`config.mk`:
```
export PLATFORM = sky130hd
export DESIGN_NAME = vcr_resource_regs
export DESIGN_NICKNAME = d
export VERILOG_FILES = /design/src/core/vcr_resource_regs.v /design/src/core/vcr_table_loader.v
export VERILOG_INCLUDE_DIRS = /design/src /design/src/core
export SDC_FILE = /design/constraint.sdc
export NUM_CORES = 1
export LEC_CHECK = 0
export BUFFER_PORTS_ARGS = -buffer_cell sky130_fd_sc_hd__buf_4
export CAP_MARGIN = 0
export CORE_AREA = 2 2 83 85
export CTS_CLUSTER_DIAMETER = 30
export DETAILED_ROUTE_END_ITERATION = 7
export DIE_AREA = 0 0 85 87
export PLACE_DENSITY_LB_ADDON = 0.25
export SYNTH_ARGS = -nofsm -noshare
export SYNTH_HDL_FRONTEND = slang
export SYNTH_SLANG_ARGS = --single-unit
export TNS_END_PERCENT = 30
```
`constraint.sdc`:
```
create_clock -name MCLK -period 2.01 [get_ports MCLK]
set_input_delay 0.201 -clock MCLK [delete_from_list [all_inputs] [get_ports MCLK]]
set_output_delay 0.201 -clock MCLK [all_outputs]
set_load 0.01 [all_outputs]
```
`src/core/vcr_regs.vh`:
```
`ifndef VCR_REGS_VH
`define VCR_REGS_VH

// ----------------------------------------
// Register offsets
// ----------------------------------------
`define VCR_CAPS_OFFSET 12'h15c
`define VCR_CTRL_OFFSET 12'h160

// ----------------------------------------
// Field positions
// ----------------------------------------
`define VCR_ARB_CAP_LSB 0
`define VCR_ADV_SWITCH_BIT 14
`define VCR_SNOOP_REJ_BIT 15
`define VCR_SLOTS_LSB 16
`define VCR_TABLE_OFS_LSB 24
`define VCR_MAP_LSB 0
`define VCR_LOAD_BIT 16
`define VCR_SEL_LSB 17
`define VCR_ID_LSB 24
`define VCR_ENABLE_BIT 31

// ----------------------------------------
// Reset values by extended channel count, and select encodings
// ----------------------------------------
`define VCR_ARB_CAP_RST0 8'h00
`define VCR_ARB_CAP_RST1 8'h19
`define VCR_SLOTS_RST0 7'h00
`define VCR_SLOTS_RST1 7'h7f
`define VCR_TABLE_OFS_RST0 8'h00
`define VCR_TABLE_OFS_RST1 8'h08
`define VCR_MAP_RST 8'h00
`define VCR_ID_RST0 3'h0
`define VCR_ID_RST1 3'h1
`define VCR_SEL_DEFAULT 3'h0
`define VCR_SEL_WRR 3'h3
`define VCR_SEL_TIME_WRR 3'h4

// ----------------------------------------
// Timing
// ----------------------------------------
`define VCR_TABLE_LOAD_CYCLES 4'h8

`endif

```
`src/core/vcr_resource_regs.v`:
```
`timescale 1ns/1ps
`include "vcr_regs.vh"

// Function
// Arbitration capability resets by channel count
// Round robin, WEIGHTED_ROTATION_ARBITRATION, time WEIGHTED_ROTATION_ARBITRATION supported
// Time slot field resets by count
// Loader may override slots and map
// Table offset resets by channel count
// Advanced switching and snoop bits zero
// Each map bit maps one class
// Map bit zero read-only zero
// Load bit applies table, reads zero
// Select accepts 000b, 011b, 100b only
// Writable identifier resets by count
// Enable bit turns channel on
// Table status set on write, cleared
// Reserved bits read zero
module vcr_resource_regs (
  input wire MCLK,
  input wire RESETN,
  input wire [2:0] EXT_CHANNEL_COUNT,
  input wire [11:0] ADDR,
  input wire WR_EN,
  input wire RD_EN,
  input wire [31:0] WDATA,
  input wire LOADER_WR,
  input wire [6:0] LOADER_SLOTS,
  input wire [7:0] LOADER_MAP,
  input wire TABLE_ENTRY_WR,
  output reg [31:0] RDATA,
  output reg RDATA_VALID,
  output reg [7:0] CLASS_MAP,
  output reg [2:0] ARB_SELECT,
  output reg [2:0] CHANNEL_ID,
  output reg CHANNEL_ENABLE,
  output reg TABLE_APPLY,
  output reg TABLE_STATUS
);
  // ----------------------------------------
  // Reset synchroniser
  // ----------------------------------------
  reg rst_meta;
  reg rst_n;

  always @(posedge MCLK or negedge RESETN) begin
    if (!RESETN) begin
      rst_meta <= 1'b0;
      rst_n <= 1'b0;
    end else begin
      rst_meta <= 1'b1;
      rst_n <= rst_meta;
    end
  end

  // ----------------------------------------
  // Strap capture after reset release
  // ----------------------------------------
  localparam ph_strap = 2'b01;
  localparam ph_run = 2'b10;

  reg [1:0] phase;
  reg [1:0] next_phase;
  wire strap_done = phase[1];
  wire count_one = (EXT_CHANNEL_COUNT == 3'h1);

  always @* begin
    case (phase)
      ph_strap: next_phase = ph_run;
      ph_run: next_phase = ph_run;
      default: next_phase = ph_strap;
    endcase
  end

  always @(posedge MCLK or negedge rst_n) begin
    if (!rst_n) begin
      phase <= ph_strap;
    end else begin
      phase <= next_phase;
    end
  end

  // ----------------------------------------
  // Register state
  // ----------------------------------------
  reg [7:0] arb_cap;
  reg [6:0] max_slots;
  reg [7:0] table_ofs;
  wire [7:0] map;
  reg [2:0] arb_sel;
  reg [2:0] chan_id;
  reg chan_en;
  reg [2:0] next_sel;

  // Caps word is read-only, so only control writes are decoded
  wire wr_ctrl = WR_EN && (ADDR == `VCR_CTRL_OFFSET);

  always @* begin
    case (WDATA[`VCR_SEL_LSB+2:`VCR_SEL_LSB])
      `VCR_SEL_WRR: next_sel = `VCR_SEL_WRR;
      `VCR_SEL_TIME_WRR: next_sel = `VCR_SEL_TIME_WRR;
      default: next_sel = `VCR_SEL_DEFAULT;
    endcase
  end

  // ----------------------------------------
  // Capability fields
  // ----------------------------------------
  always @(posedge MCLK or negedge rst_n) begin
    if (!rst_n) begin
      arb_cap <= `VCR_ARB_CAP_RST0;
      max_slots <= `VCR_SLOTS_RST0;
      table_ofs <= `VCR_TABLE_OFS_RST0;
    end else if (!strap_done) begin
      arb_cap <= count_one ? `VCR_ARB_CAP_RST1 : `VCR_ARB_CAP_RST0;
      max_slots <= count_one ? `VCR_SLOTS_RST1 : `VCR_SLOTS_RST0;
      table_ofs <= count_one ? `VCR_TABLE_OFS_RST1 : `VCR_TABLE_OFS_RST0;
    end else if (LOADER_WR) begin
      max_slots <= LOADER_SLOTS;
    end
  end

  // ----------------------------------------
  // Control fields
  // ----------------------------------------
  always @(posedge MCLK or negedge rst_n) begin
    if (!rst_n) begin
      arb_sel <= `VCR_SEL_DEFAULT;
      chan_id <= `VCR_ID_RST0;
      chan_en <= 1'b0;
    end else if (!strap_done) begin
      chan_id <= count_one ? `VCR_ID_RST1 : `VCR_ID_RST0;
    end else if (wr_ctrl) begin
      arb_sel <= next_sel;
      chan_id <= WDATA[`VCR_ID_LSB+2:`VCR_ID_LSB];
      chan_en <= WDATA[`VCR_ENABLE_BIT];
    end
  end

  // ----------------------------------------
  // Traffic class map, one flop per class 1 to 7
  // ----------------------------------------
  localparam [7:0] map_rst = `VCR_MAP_RST;

  assign map[0] = 1'b0;

  genvar gi;
  generate
    for (gi = 1; gi < 8; gi = gi + 1) begin : g_map
      reg map_bit;
      always @(posedge MCLK or negedge rst_n) begin
        if (!rst_n) begin
          map_bit <= map_rst[gi];
        end else if (strap_done && wr_ctrl) begin
          map_bit <= WDATA[`VCR_MAP_LSB+gi];
        end else if (strap_done && LOADER_WR) begin
          map_bit <= LOADER_MAP[gi];
        end
      end
      assign map[gi] = map_bit;
    end
  endgenerate

  // ----------------------------------------
  // Table load sequencer
  // ----------------------------------------
  wire load_req = wr_ctrl && WDATA[`VCR_LOAD_BIT];
  wire table_status_w;
  wire load_done;

  vcr_table_loader u_loader (
    .clk(MCLK),
    .rst_n(rst_n),
    .table_write(TABLE_ENTRY_WR),
    .load_start(load_req),
    .busy(),
    .table_status(table_status_w),
    .load_done(load_done)
  );

  // ----------------------------------------
  // Read path
  // ----------------------------------------
  wire [31:0] caps_word;
  wire [31:0] ctrl_word;
  reg [31:0] read_word;

  // Bits 15:14, 13:8 and 23 read zero; see R6
  assign caps_word = {table_ofs, 1'b0, max_slots, 8'h00, arb_cap};
  // Load bit and reserved ranges read zero; see R9
  assign ctrl_word = {chan_en, 4'h0, chan_id, 4'h0, arb_sel, 1'b0, 8'h00, map};

  always @* begin
    case (ADDR)
      `VCR_CAPS_OFFSET: read_word = caps_word;
      `VCR_CTRL_OFFSET: read_word = ctrl_word;
      default: read_word = 32'h00000000;
    endcase
  end

  always @(posedge MCLK or negedge rst_n) begin
    if (!rst_n) begin
      RDATA <= 32'h00000000;
      RDATA_VALID <= 1'b0;
    end else begin
      RDATA_VALID <= RD_EN;
      if (RD_EN) begin
        RDATA <= read_word;
      end
    end
  end

  // ----------------------------------------
  // Field outputs
  // ----------------------------------------
  always @(posedge MCLK or negedge rst_n) begin
    if (!rst_n) begin
      CLASS_MAP <= 8'h00;
      ARB_SELECT <= 3'h0;
      CHANNEL_ID <= 3'h0;
      CHANNEL_ENABLE <= 1'b0;
      TABLE_APPLY <= 1'b0;
      TABLE_STATUS <= 1'b0;
    end else begin
      CLASS_MAP <= map;
      ARB_SELECT <= arb_sel;
      CHANNEL_ID <= chan_id;
      CHANNEL_ENABLE <= chan_en;
      TABLE_APPLY <= load_done;
      TABLE_STATUS <= table_status_w;
    end
  end
endmodule

```
`src/core/vcr_table_loader.v`:
```
`timescale 1ns/1ps
`include "vcr_regs.vh"

// ----------------------------------------
// Table load sequencer and status flag
// ----------------------------------------
module vcr_table_loader (
  input wire clk,
  input wire rst_n,
  input wire table_write,
  input wire load_start,
  output reg busy,
  output reg table_status,
  output reg load_done
);
  reg [3:0] count;

  always @(posedge clk or negedge rst_n) begin
    if (!rst_n) begin
      busy <= 1'b0;
      count <= 4'h0;
      load_done <= 1'b0;
    end else begin
      load_done <= 1'b0;
      if (load_start && !busy) begin
        busy <= 1'b1;
        count <= `VCR_TABLE_LOAD_CYCLES - 4'h1;
      end else if (busy) begin
        if (count == 4'h0) begin
          busy <= 1'b0;
          load_done <= 1'b1;
        end else begin
          count <= count - 4'h1;
        end
      end
    end
  end

  // Set wins over clear
  always @(posedge clk or negedge rst_n) begin
    if (!rst_n) begin
      table_status <= 1'b0;
    end else if (table_write) begin
      table_status <= 1'b1;
    end else if (busy && count == 4'h0) begin
      table_status <= 1'b0;
    end
  end
endmodule

```
**Word-level counts from Yosys, hierarchy flattened**

Index checks and enable logic that the tools add are counted.

- Register bits after elaboration: 97
- Output and inout port bits: 50

- Add/sub/neg operators: 1
- Equal/unequal tests: 10
- Multiplexer cells: 36
- Reductions and logical operators: 14

Operators with widths:

| cell | number |
|---|---|
| one-hot mux 32 bit (2 select lines) | 1 |
| == test 12 x 9 -> 1 bit, second input constant | 2 |
| 2-to-1 mux 1 bit | 23 |
| 2-to-1 mux 7 bit | 3 |
| 2-to-1 mux 4 bit | 4 |
| logical AND 1 bit | 6 |
| 2-to-1 mux 3 bit | 2 |
| one-hot mux 3 bit (2 select lines) | 1 |
| nonzero test 2 bit | 3 |
| 2-to-1 mux 5 bit | 1 |
| logical NOT 4 bit | 1 |
| inequality test 2 x 1 -> 1 bit, second input constant | 2 |
| AND reduction 2 bit | 2 |
| subtractor 4 x 1 -> 4 bit, second input constant | 1 |
| == test 3 x 1 -> 1 bit, second input constant | 1 |
| == test 3 x 2 -> 1 bit, second input constant | 1 |
| == test 3 bit, second input constant | 1 |
| == test 2 x 1 -> 1 bit, second input constant | 1 |
| == test 2 bit, second input constant | 1 |
| 2-to-1 mux 2 bit | 1 |
| inequality test 2 bit, second input constant | 1 |
| OR reduction 2 bit | 1 |
| logical NOT 1 bit | 1 |

**Longest topological paths before layout**

Gate-level depths: netlist (run 1).

- Word-level depth: 6
- Gate-level depth with buffers: 6
- Gate-level depth less buffers: 6

**Modules after synthesis**

Synthesis (run 1) repeated with hierarchy kept, for this count alone.

- Cell total of the unflattened synthesis: 223
- Area total of the unflattened synthesis: 2738.9 µm²

By module, submodules not included:

| module | times used | cells each | area each (µm²) | sequential area each (µm²) |
|---|---|---|---|---|
| vcr_resource_regs | 1 | 194 | 2411.1 | 1502.7 |
| vcr_table_loader | 1 | 29 | 327.8 | 175.2 |

**Worst setup path before layout (run 1)**

Ideal clock, no wire load.

- Path type: input to register
- From: input port ADDR[9]
- To: register chan_en
- Library setup time: 0.125 ns
- Arrival time: 2.006 ns
- Data required time: 1.885 ns
- Setup slack: -0.121 ns
- Stages on the path: 6
- Path buffers: 2
- Path through: or4b_4 > or4_4 > buf_6 > or2_1 > buf_6 > mux2_4

- Word-level cells in the longest chain between the ends: 3

RTL lines:

| element | line | text |
|---|---|---|
| start: declaration | vcr_resource_regs.v:23 | `input wire [11:0] ADDR,` |
| == test 12 x 9 -> 1 bit | - |  |
| logical AND 1 bit | vcr_resource_regs.v:96 | `` wire wr_ctrl = WR_EN && (ADDR == `VCR_CTRL_OFFSET); `` |
| AND reduction 2 bit (no source line) | - |  |
| end signal: assignment | vcr_resource_regs.v:136 | `` chan_en <= WDATA[`VCR_ENABLE_BIT]; `` |
| end: declaration | vcr_resource_regs.v:92 | `reg chan_en;` |

Every way passes these cells.
A chain may end at the register's enable or synchronous reset.

**Worst setup path in the final report (run 1)**

Same ends and word-level chain as after synthesis.

==> results of run 1 <==
[routing by layer]
layer / track usage (%) / wire length, um / up-vias
li1: - / - / 909
met1: 22.4 / 2480 / 907
met2: 27.3 / 2940 / 77
met3: 3.89 / 408 / 9
met4: 9.09 / 133 / 0
met5: 0 / 0 / -
[registers in the layout (all words and copies together) (netlist names), 2 cells and up]
name / cells
RDATA: 19
CLASS_MAP: 7
g_map.map_bit: 7
max_slots: 7
u_loader.count: 4
CHANNEL_ID: 3
chan_id: 3
ARB_SELECT: 2
arb_sel: 2
phase: 2
[power by group through the flow]
stage / clock [mW] / combinational, mW / sequential [mW]
6_report: 1.35 / 0.209 / 1.43
2_1_floorplan: 0 / 0.0817 / 1.47
5_1_grt: 1.44 / 0.233 / 1.44
3_3_place_gp: 0 / 0.208 / 1.45
4_1_cts: 1.37 / 0.212 / 1.43
3_5_place_dp: 0 / 0.210 / 1.46
[stage by stage]
stage                     cell area [um2]  setup slack [ns]  total power [mW]  hold WS, ns  util, %
after CTS                            3660             0.259              3.02      0.00620     55.7
after global placement               3410            -0.101              1.66      -0.0168     51.9
after detailed placement             3410            -0.110              1.67      -0.0154     51.9
final                                3660             0.254              2.99       0.0215     55.7
after floorplan                      2690            -0.121              1.55      -0.0946        -
after global routing                 3660             0.180              3.11       0.0123     55.7
[cells in the mapped netlist, types with 2 or more instances]
cell type / number
sky130_fd_sc_hd__nor4_1: 2
sky130_fd_sc_hd__inv_1: 10
sky130_fd_sc_hd__xor2_1: 2
sky130_fd_sc_hd__nor2b_1: 3
sky130_fd_sc_hd__a221o_1: 3
sky130_fd_sc_hd__nor3_1: 8
sky130_fd_sc_hd__nor2_1: 4
sky130_fd_sc_hd__ha_1: 2
sky130_fd_sc_hd__conb_1: 2
sky130_fd_sc_hd__nand2_1: 13
sky130_fd_sc_hd__o21ai_0: 12
sky130_fd_sc_hd__a22o_1: 13
sky130_fd_sc_hd__a21oi_1: 8
sky130_fd_sc_hd__buf_4: 15
sky130_fd_sc_hd__xnor2_1: 2
sky130_fd_sc_hd__buf_6: 2
sky130_fd_sc_hd__dfrtp_1: 66
sky130_fd_sc_hd__or4b_1: 2
sky130_fd_sc_hd__nand3_1: 2
sky130_fd_sc_hd__mux2i_1: 15
sky130_fd_sc_hd__a22oi_1: 2
sky130_fd_sc_hd__clkbuf_1: 7
[layout make-up]
cell class / instances / area, um2
inverters: 11 / 41.3
flip-flops and latches: 67 / 1680
clock inverters: 6 / 114
fillers: 590 / 2910
well taps: 80 / 100
repair buffers: 101 / 773
clock buffers: 10 / 128
multi-input cells: 121 / 826
[logic make-up after synthesis]
kind of cell    after synthesis  share of synthesized area (%)
flops                        67                           63.3
compound gates               42                           11.1
mux                          16                           6.23
simple gates                 43                           9.16
fa+ha+maj                     2                          0.945
xor+xnor                      4                           1.32
buf+inv                      35                           7.65
other cells                   2                          0.284
[timing repair]
item                       4_1_cts  5_1_grt
hold endpoints to repair         2        0
setup endpoints to repair        0        0
hold buffers                     1        0
gates resized for setup          0        0
[worst paths after layout]
kind | startpoint | endpoint | slack [ns]
max | ADDR[9] | chan_en$_DFFE_PN0P_ | 0.25
min | RD_EN | RDATA_VALID$_DFF_PN0_ | 0.02
max reg2reg | u_loader.count[0]$_DFFE_PN0P_ | u_loader.count[0]$_DFFE_PN0P_ | 0.38
min reg2reg | rst_n$_DFF_PN0_ | CLASS_MAP[1]$_DFF_PN0_ | 0.25
max in group asynchronous | rst_n$_DFF_PN0_ | phase[0]$_DFF_PN1_ | 1.08
min in group asynchronous | RESETN | rst_n$_DFF_PN0_ | 0.18
==> impl_summary.log, run 1 <==
INFO  metric synth.distinct_cells = 38
INFO  metric die_w = 85 um
INFO  metric cp.depth = 5
INFO  metric final_report_hold_violation_count = 0
INFO  metric p_per_area = 818 mW/mm2
INFO  metric slew_viol_final = 0
INFO  metric peak_supply_drop = 0.000495 V
INFO  metric ys_warn_count = 0
INFO  metric path_buf_inv = 1
INFO  metric combPwrFrac = 7.0%
INFO  metric p_leak = 1.89 nW
INFO  metric chipHeight = 87 um
INFO  metric avgViaCountPerCell = 4.80
INFO  metric start_kind = input pin
INFO  metric drt_first_iter_violations = 132
INFO  metric cts.sinks = 67
INFO  metric antenna_left = 0
INFO  metric swShare = 21.8%
INFO  metric n_antenna_cell = 0
INFO  metric reg2reg_depth = 6
INFO  metric grt.overflow.total = 0
INFO  metric slowest_stage = sky130_fd_sc_hd__or4_4
INFO  metric cpPeakStageDelay = 0.53 ns
INFO  metric hold-path-cell-count = 1
INFO  metric synth_enable_flop_cells = 0
INFO  metric largest_cells_by_area_after_synthesis = sky130_fd_sc_hd__dfrtp_1 (62%), sky130_fd_sc_hd__mux2i_1 (5.7%), sky130_fd_sc_hd__a22o_1 (4.3%)
INFO  metric ys_seq_area_share = a little under two thirds
INFO  metric finalSetupViolCount = 0
INFO  metric standard_cell_row_count = 30
INFO  metric cts-root-to-sink-buffers = 2
INFO  metric final.min_clock_period = 1.76 ns
INFO  metric cp.arrival = 1.99 ns
INFO  metric post_route_cells_drive_above_1_share = 38.9%
INFO  metric setup.worst_path.end_class = flop
INFO  metric via_count_of_the_first_global_routing_pass = approximately 2000
INFO  metric gpl.final_weighted_congestion = 0.765
INFO  metric cts-buffers-inserted = 9
INFO  metric yosysTopAreaCell = sky130_fd_sc_hd__dfrtp_1
INFO  metric ys_dominant_reg_cell = sky130_fd_sc_hd__dfrtp_1
INFO  metric commonest_cells_after_routing_fill_and_taps_aside = sky130_fd_sc_hd__buf_4 (99), sky130_fd_sc_hd__dfrtp_1 (65), sky130_fd_sc_hd__mux2i_1 (15)
INFO  metric num-nets-final = 381
INFO  metric clock_latency = between 0.3 and 0.4 ns
INFO  metric area_growth_from_synthesis_to_layout = 38.2%
INFO  metric antenna_found_initial = 0
INFO  metric postSynthRegisterBits = 67
INFO  metric detailedPlacementHpwl = 4.28 mm
INFO  metric critPathMaxFanout = 5
INFO  metric track_usage = 17.3%
INFO  metric drv_cap = 0
INFO  metric post-cts-setup-buffers = 0
INFO  metric period_share = between 80 and 90%
INFO  metric max_freq = 570 MHz
INFO  metric critical_path_required = 2.25 ns
INFO  metric layout.cells.most_common = sky130_fd_sc_hd__buf_4
INFO  metric sequential_share_of_power = between 40% and 50%
INFO  metric wire_length_of_the_first_global_routing_pass = 9.63 mm
INFO  metric clockPowerShare = a little under half
INFO  metric fin_worst_skew = 0.00450 ns
INFO  metric syn-instance-count = approximately 210
INFO  metric final-instance-count-excl-fill = 396
INFO  metric htree_num_levels = 3
INFO  metric worst_slew_pin_tran = 0.540 ns
INFO  metric hold_path.class = input pin to flop
INFO  metric cts_tree = built
INFO  metric placeableCoreArea = ~0.0066 mm2
INFO  metric worst_setup_path_type = input pin to flop
INFO  metric slew-limit-headroom = a little under two thirds
INFO  metric buffer_ports.inserted = 86
INFO  metric cts.clk_slew.worst_paths = about 0.080 ns
INFO  metric syn_area_per_cell = 12.6 um2
INFO  metric floorplan.die_area = around 0.0074 mm2
INFO  metric post-synth-top-area-fraction = 62.4%
INFO  metric routed_wirelength = 5.97 mm
INFO  metric cpLargestDelayFamily = simple AND/OR/NAND/NOR gates
INFO  metric post_drt_wl_per_cell = 15.1 um
INFO  metric switching_power = 0.653 mW
INFO  metric initial_utilization = 40.3%
INFO  metric drc = 0
INFO  metric rsz0062_at_grt = no
INFO  metric setup_tns = 0 ns
INFO  metric dr_total_vias = approximately 1900
INFO  metric timing.critical_path.cells = buf_4 -> or4b_4 -> or4_4 -> or2_1 -> mux2_4
INFO  metric placed_cell_count = 379
INFO  metric floorplan.io_pins = 118
INFO  metric ys_async_sr_fraction = 100%
INFO  metric p_int = 2.34 mW
INFO  metric largest_net_degree_at_the_start_of_global_routing = 29
INFO  metric detail_route.first_pass.iterations = 4
INFO  metric run_status = completed
INFO  metric clock-root-buffer = sky130_fd_sc_hd__clkbuf_8
INFO  metric synth_area = ~0.0026 mm2
(Power assumes the default switching activity.)
==> run 2: changes to the inputs <==
--- a/config.mk
+++ b/config.mk
@@ -9,7 +9,7 @@
 export BUFFER_PORTS_ARGS = -buffer_cell sky130_fd_sc_hd__buf_4
 export CAP_MARGIN = 0
 export CORE_AREA = 2 2 83 85
-export CTS_CLUSTER_DIAMETER = 30
+export CTS_CLUSTER_DIAMETER = 150
 export DETAILED_ROUTE_END_ITERATION = 7
 export DIE_AREA = 0 0 85 87
 export PLACE_DENSITY_LB_ADDON = 0.25
==> constraint.sdc (replaced) <==
create_clock -name MCLK -period 2.01 [get_ports MCLK]
set_input_delay 0 -clock MCLK [delete_from_list [all_inputs] [get_ports MCLK]]
set_output_delay 0 -clock MCLK [all_outputs]
set_load 0.01 [all_outputs]
==> run 2 against run 1 <==
Compared with the run above: non-clock buffer count rose by 28; first-iteration DRC count fell by 33%; core utilization rose by 4.0 points; via count rose by 5.2%; combinational power rose by 23%; die area did not move; sequential share of layout area fell by 3.1 points; fmax rose by 5.8%; critical endpoint is now u_loader.count[0]$_DFFE_PN0P_; worst hold slack got worse by 0.010 ns; clock skew rose by 0.0017 ns; sequential cell count did not move.
==> impl_summary.log, run 2 (synthesis results as in run 1) <==
INFO  metric run_status = completed
INFO  metric cts_tree = built
INFO  metric floorplan.io_pins = roughly 120
INFO  metric num-nets-final = 409
INFO  metric final.min_clock_period = 1.66 ns
INFO  metric start_kind = flop
INFO  metric largest_net_degree_at_the_start_of_global_routing = 32
INFO  metric initial_utilization = 40.3%
INFO  metric placeableCoreArea = 0.00657 mm2
INFO  metric groute.layer.met1.usage = 23.0%
INFO  metric cts.clk_slew.worst_paths = 0.07 ns
INFO  metric setup.worst_path.end_class = flop
INFO  metric postCtsResizedCells = 0
INFO  metric final.fill_count = 568
INFO  metric antenna_found_initial = 0
INFO  metric peak_supply_drop = 0.000409 V
INFO  metric standard_cell_row_count = 30
INFO  metric wire_length_of_the_first_global_routing_pass = 9.85 mm
INFO  metric p_per_area = between 700 and 800 mW/mm2
INFO  metric dr_total_vias = 2000
INFO  metric cts.sinks = 67
INFO  metric avgViaCountPerCell = approximately 4.7
INFO  metric drc = 0
INFO  metric period_share = 82.5%
INFO  metric buffer_ports.inserted = 86
INFO  metric placed_cell_count = 375
INFO  metric worst_setup_path_type = flop to flop
INFO  metric area_growth_from_synthesis_to_layout = 48.2%
INFO  metric via_count_of_the_first_global_routing_pass = about 2000
INFO  metric setup_tns = 0 ns
INFO  metric commonest_cells_after_routing_fill_and_taps_aside = sky130_fd_sc_hd__buf_4 (95), sky130_fd_sc_hd__dfrtp_1 (65), sky130_fd_sc_hd__dlygate4sd3_1 (33)
INFO  metric largest_register_ffs = 19
INFO  metric slew-limit-headroom = between 60 and 70%
INFO  metric die_w = approximately 85 um
INFO  metric worst_slew_pin_tran = 0.566 ns
INFO  metric top_usage_layer = met2
INFO  metric clock_latency = 0.33 ns
INFO  metric post_drt_wl_per_cell = 14.4 um
INFO  metric layout.cells.most_common = sky130_fd_sc_hd__buf_4
INFO  metric htree_num_levels = 3
INFO  metric critical_path_required = 2.22 ns
INFO  metric post_route_cells_drive_above_1_share = 34.7%
INFO  metric gr-usage-met3 = under 10%
INFO  metric multi_input_area = about 830 um2
INFO  metric clock-root-buffer = sky130_fd_sc_hd__clkbuf_8
INFO  metric final_report_hold_violation_count = 0
INFO  metric finalSetupViolCount = 0
INFO  metric floorplan.die_area = approximately 0.0074 mm2
INFO  metric max_freq = 603 MHz
INFO  metric chipHeight = 87 um
INFO  metric routed_wirelength = 6.10 mm
INFO  metric rsz0062_at_grt = no
INFO  metric seq_area = 0.00168 mm2
INFO  metric cp.arrival = 1.87 ns
INFO  metric final-instance-count-excl-fill = 423
INFO  metric cts-root-to-sink-buffers = 2
INFO  metric drt_first_iter_violations = 89
INFO  metric fin_hold_ws = 0.0112 ns
INFO  metric gr-usage-met2 = 27.6%
INFO  metric grt.overflow.total = 0
INFO  metric fin_worst_skew = 0.00622 ns
INFO  metric antenna_left = 0
INFO  metric gpl.final_weighted_congestion = around 0.74
INFO  metric track_usage = 17.5%
INFO  metric p_leak = 2.01 nW
INFO  metric detail_route.first_pass.iterations = 4
INFO  metric drv_cap = 0
INFO  metric critPathMaxFanout = 5
INFO  metric max_flop_register = RDATA
INFO  metric detailedPlacementHpwl = around 4.2 mm
INFO  metric slew_viol_final = 0
INFO  metric hold_path.class = input pin to flop
INFO  metric cts-buffers-inserted = 9
INFO  metric n_antenna_cell = 0
-- run 2: worst max-delay path, stage by stage (launching register included) --
cell	delay [ns]
sky130_fd_sc_hd__dfrtp_1	0.38
sky130_fd_sc_hd__inv_1	0.11
sky130_fd_sc_hd__ha_1	0.16
sky130_fd_sc_hd__or3b_2	0.50
sky130_fd_sc_hd__nand2_1	0.17
sky130_fd_sc_hd__xnor2_1	0.14
sky130_fd_sc_hd__nand2_1	0.07
-- run 2: layout make-up --
class                   count  share of cell area, %
flip-flops and latches     67                   42.8
inverters                  11                   1.05
well taps                  80                   2.55
clock inverters             5                   1.98
clock buffers              10                   3.51
repair buffers            129                   27.1
multi-input cells         121                   21.0
-- run 2: worst paths after layout --
path,to,depth (start not counted),startpoint,slack [ns]
max in group asynchronous,RDATA[24]$_DFFE_PN0P_,1,rst_n$_DFF_PN0_,1.19
min in group asynchronous,RDATA[19]$_DFFE_PN0P_,0,rst_n$_DFF_PN0_,0.26
setup / recovery,u_loader.count[0]$_DFFE_PN0P_,6,u_loader.count[0]$_DFFE_PN0P_,0.35
hold reg to reg,RDATA[19]$_DFFE_PN0P_,0,rst_n$_DFF_PN0_,0.26
hold / removal,max_slots[6]$_DFFE_PN0P_,3,LOADER_SLOTS[6],0.01
setup reg to reg,u_loader.count[0]$_DFFE_PN0P_,6,u_loader.count[0]$_DFFE_PN0P_,0.35
-- run 2: what timing repair did --
item	4_1_cts	5_1_grt
hold buffers	33	0
hold endpoints to repair	24	0
setup endpoints to repair	0	0
setup buffers	0	0
-- run 2: stage by stage --
stage / power (mW) / util (%) / setup WS (ns) / cell area, um2
after floorplan: 1.55 / - / 0.00794 / 2690
after CTS: 2.92 / 59.8 / 0.344 / 3930
final: 2.90 / 59.8 / 0.351 / 3930
after detailed placement: 1.67 / 51.4 / 0.0906 / 3380
after global routing: 3.02 / 59.8 / 0.256 / 3930
after global placement: 1.66 / 51.4 / 0.119 / 3380
-- run 2: power by group --
part	switching, mW	internal [mW]
Clock	0.487	0.721
Sequential	0.0343	1.40
Combinational	0.101	0.156
-- run 2: per-layer routing --
metal | vias to the layer above | wire (um)
met5 | - | 0
met4 | 0 | 63
met2 | 70 | 2970
met3 | 4 | 361
met1 | 962 | 2700
li1 | 964 | -
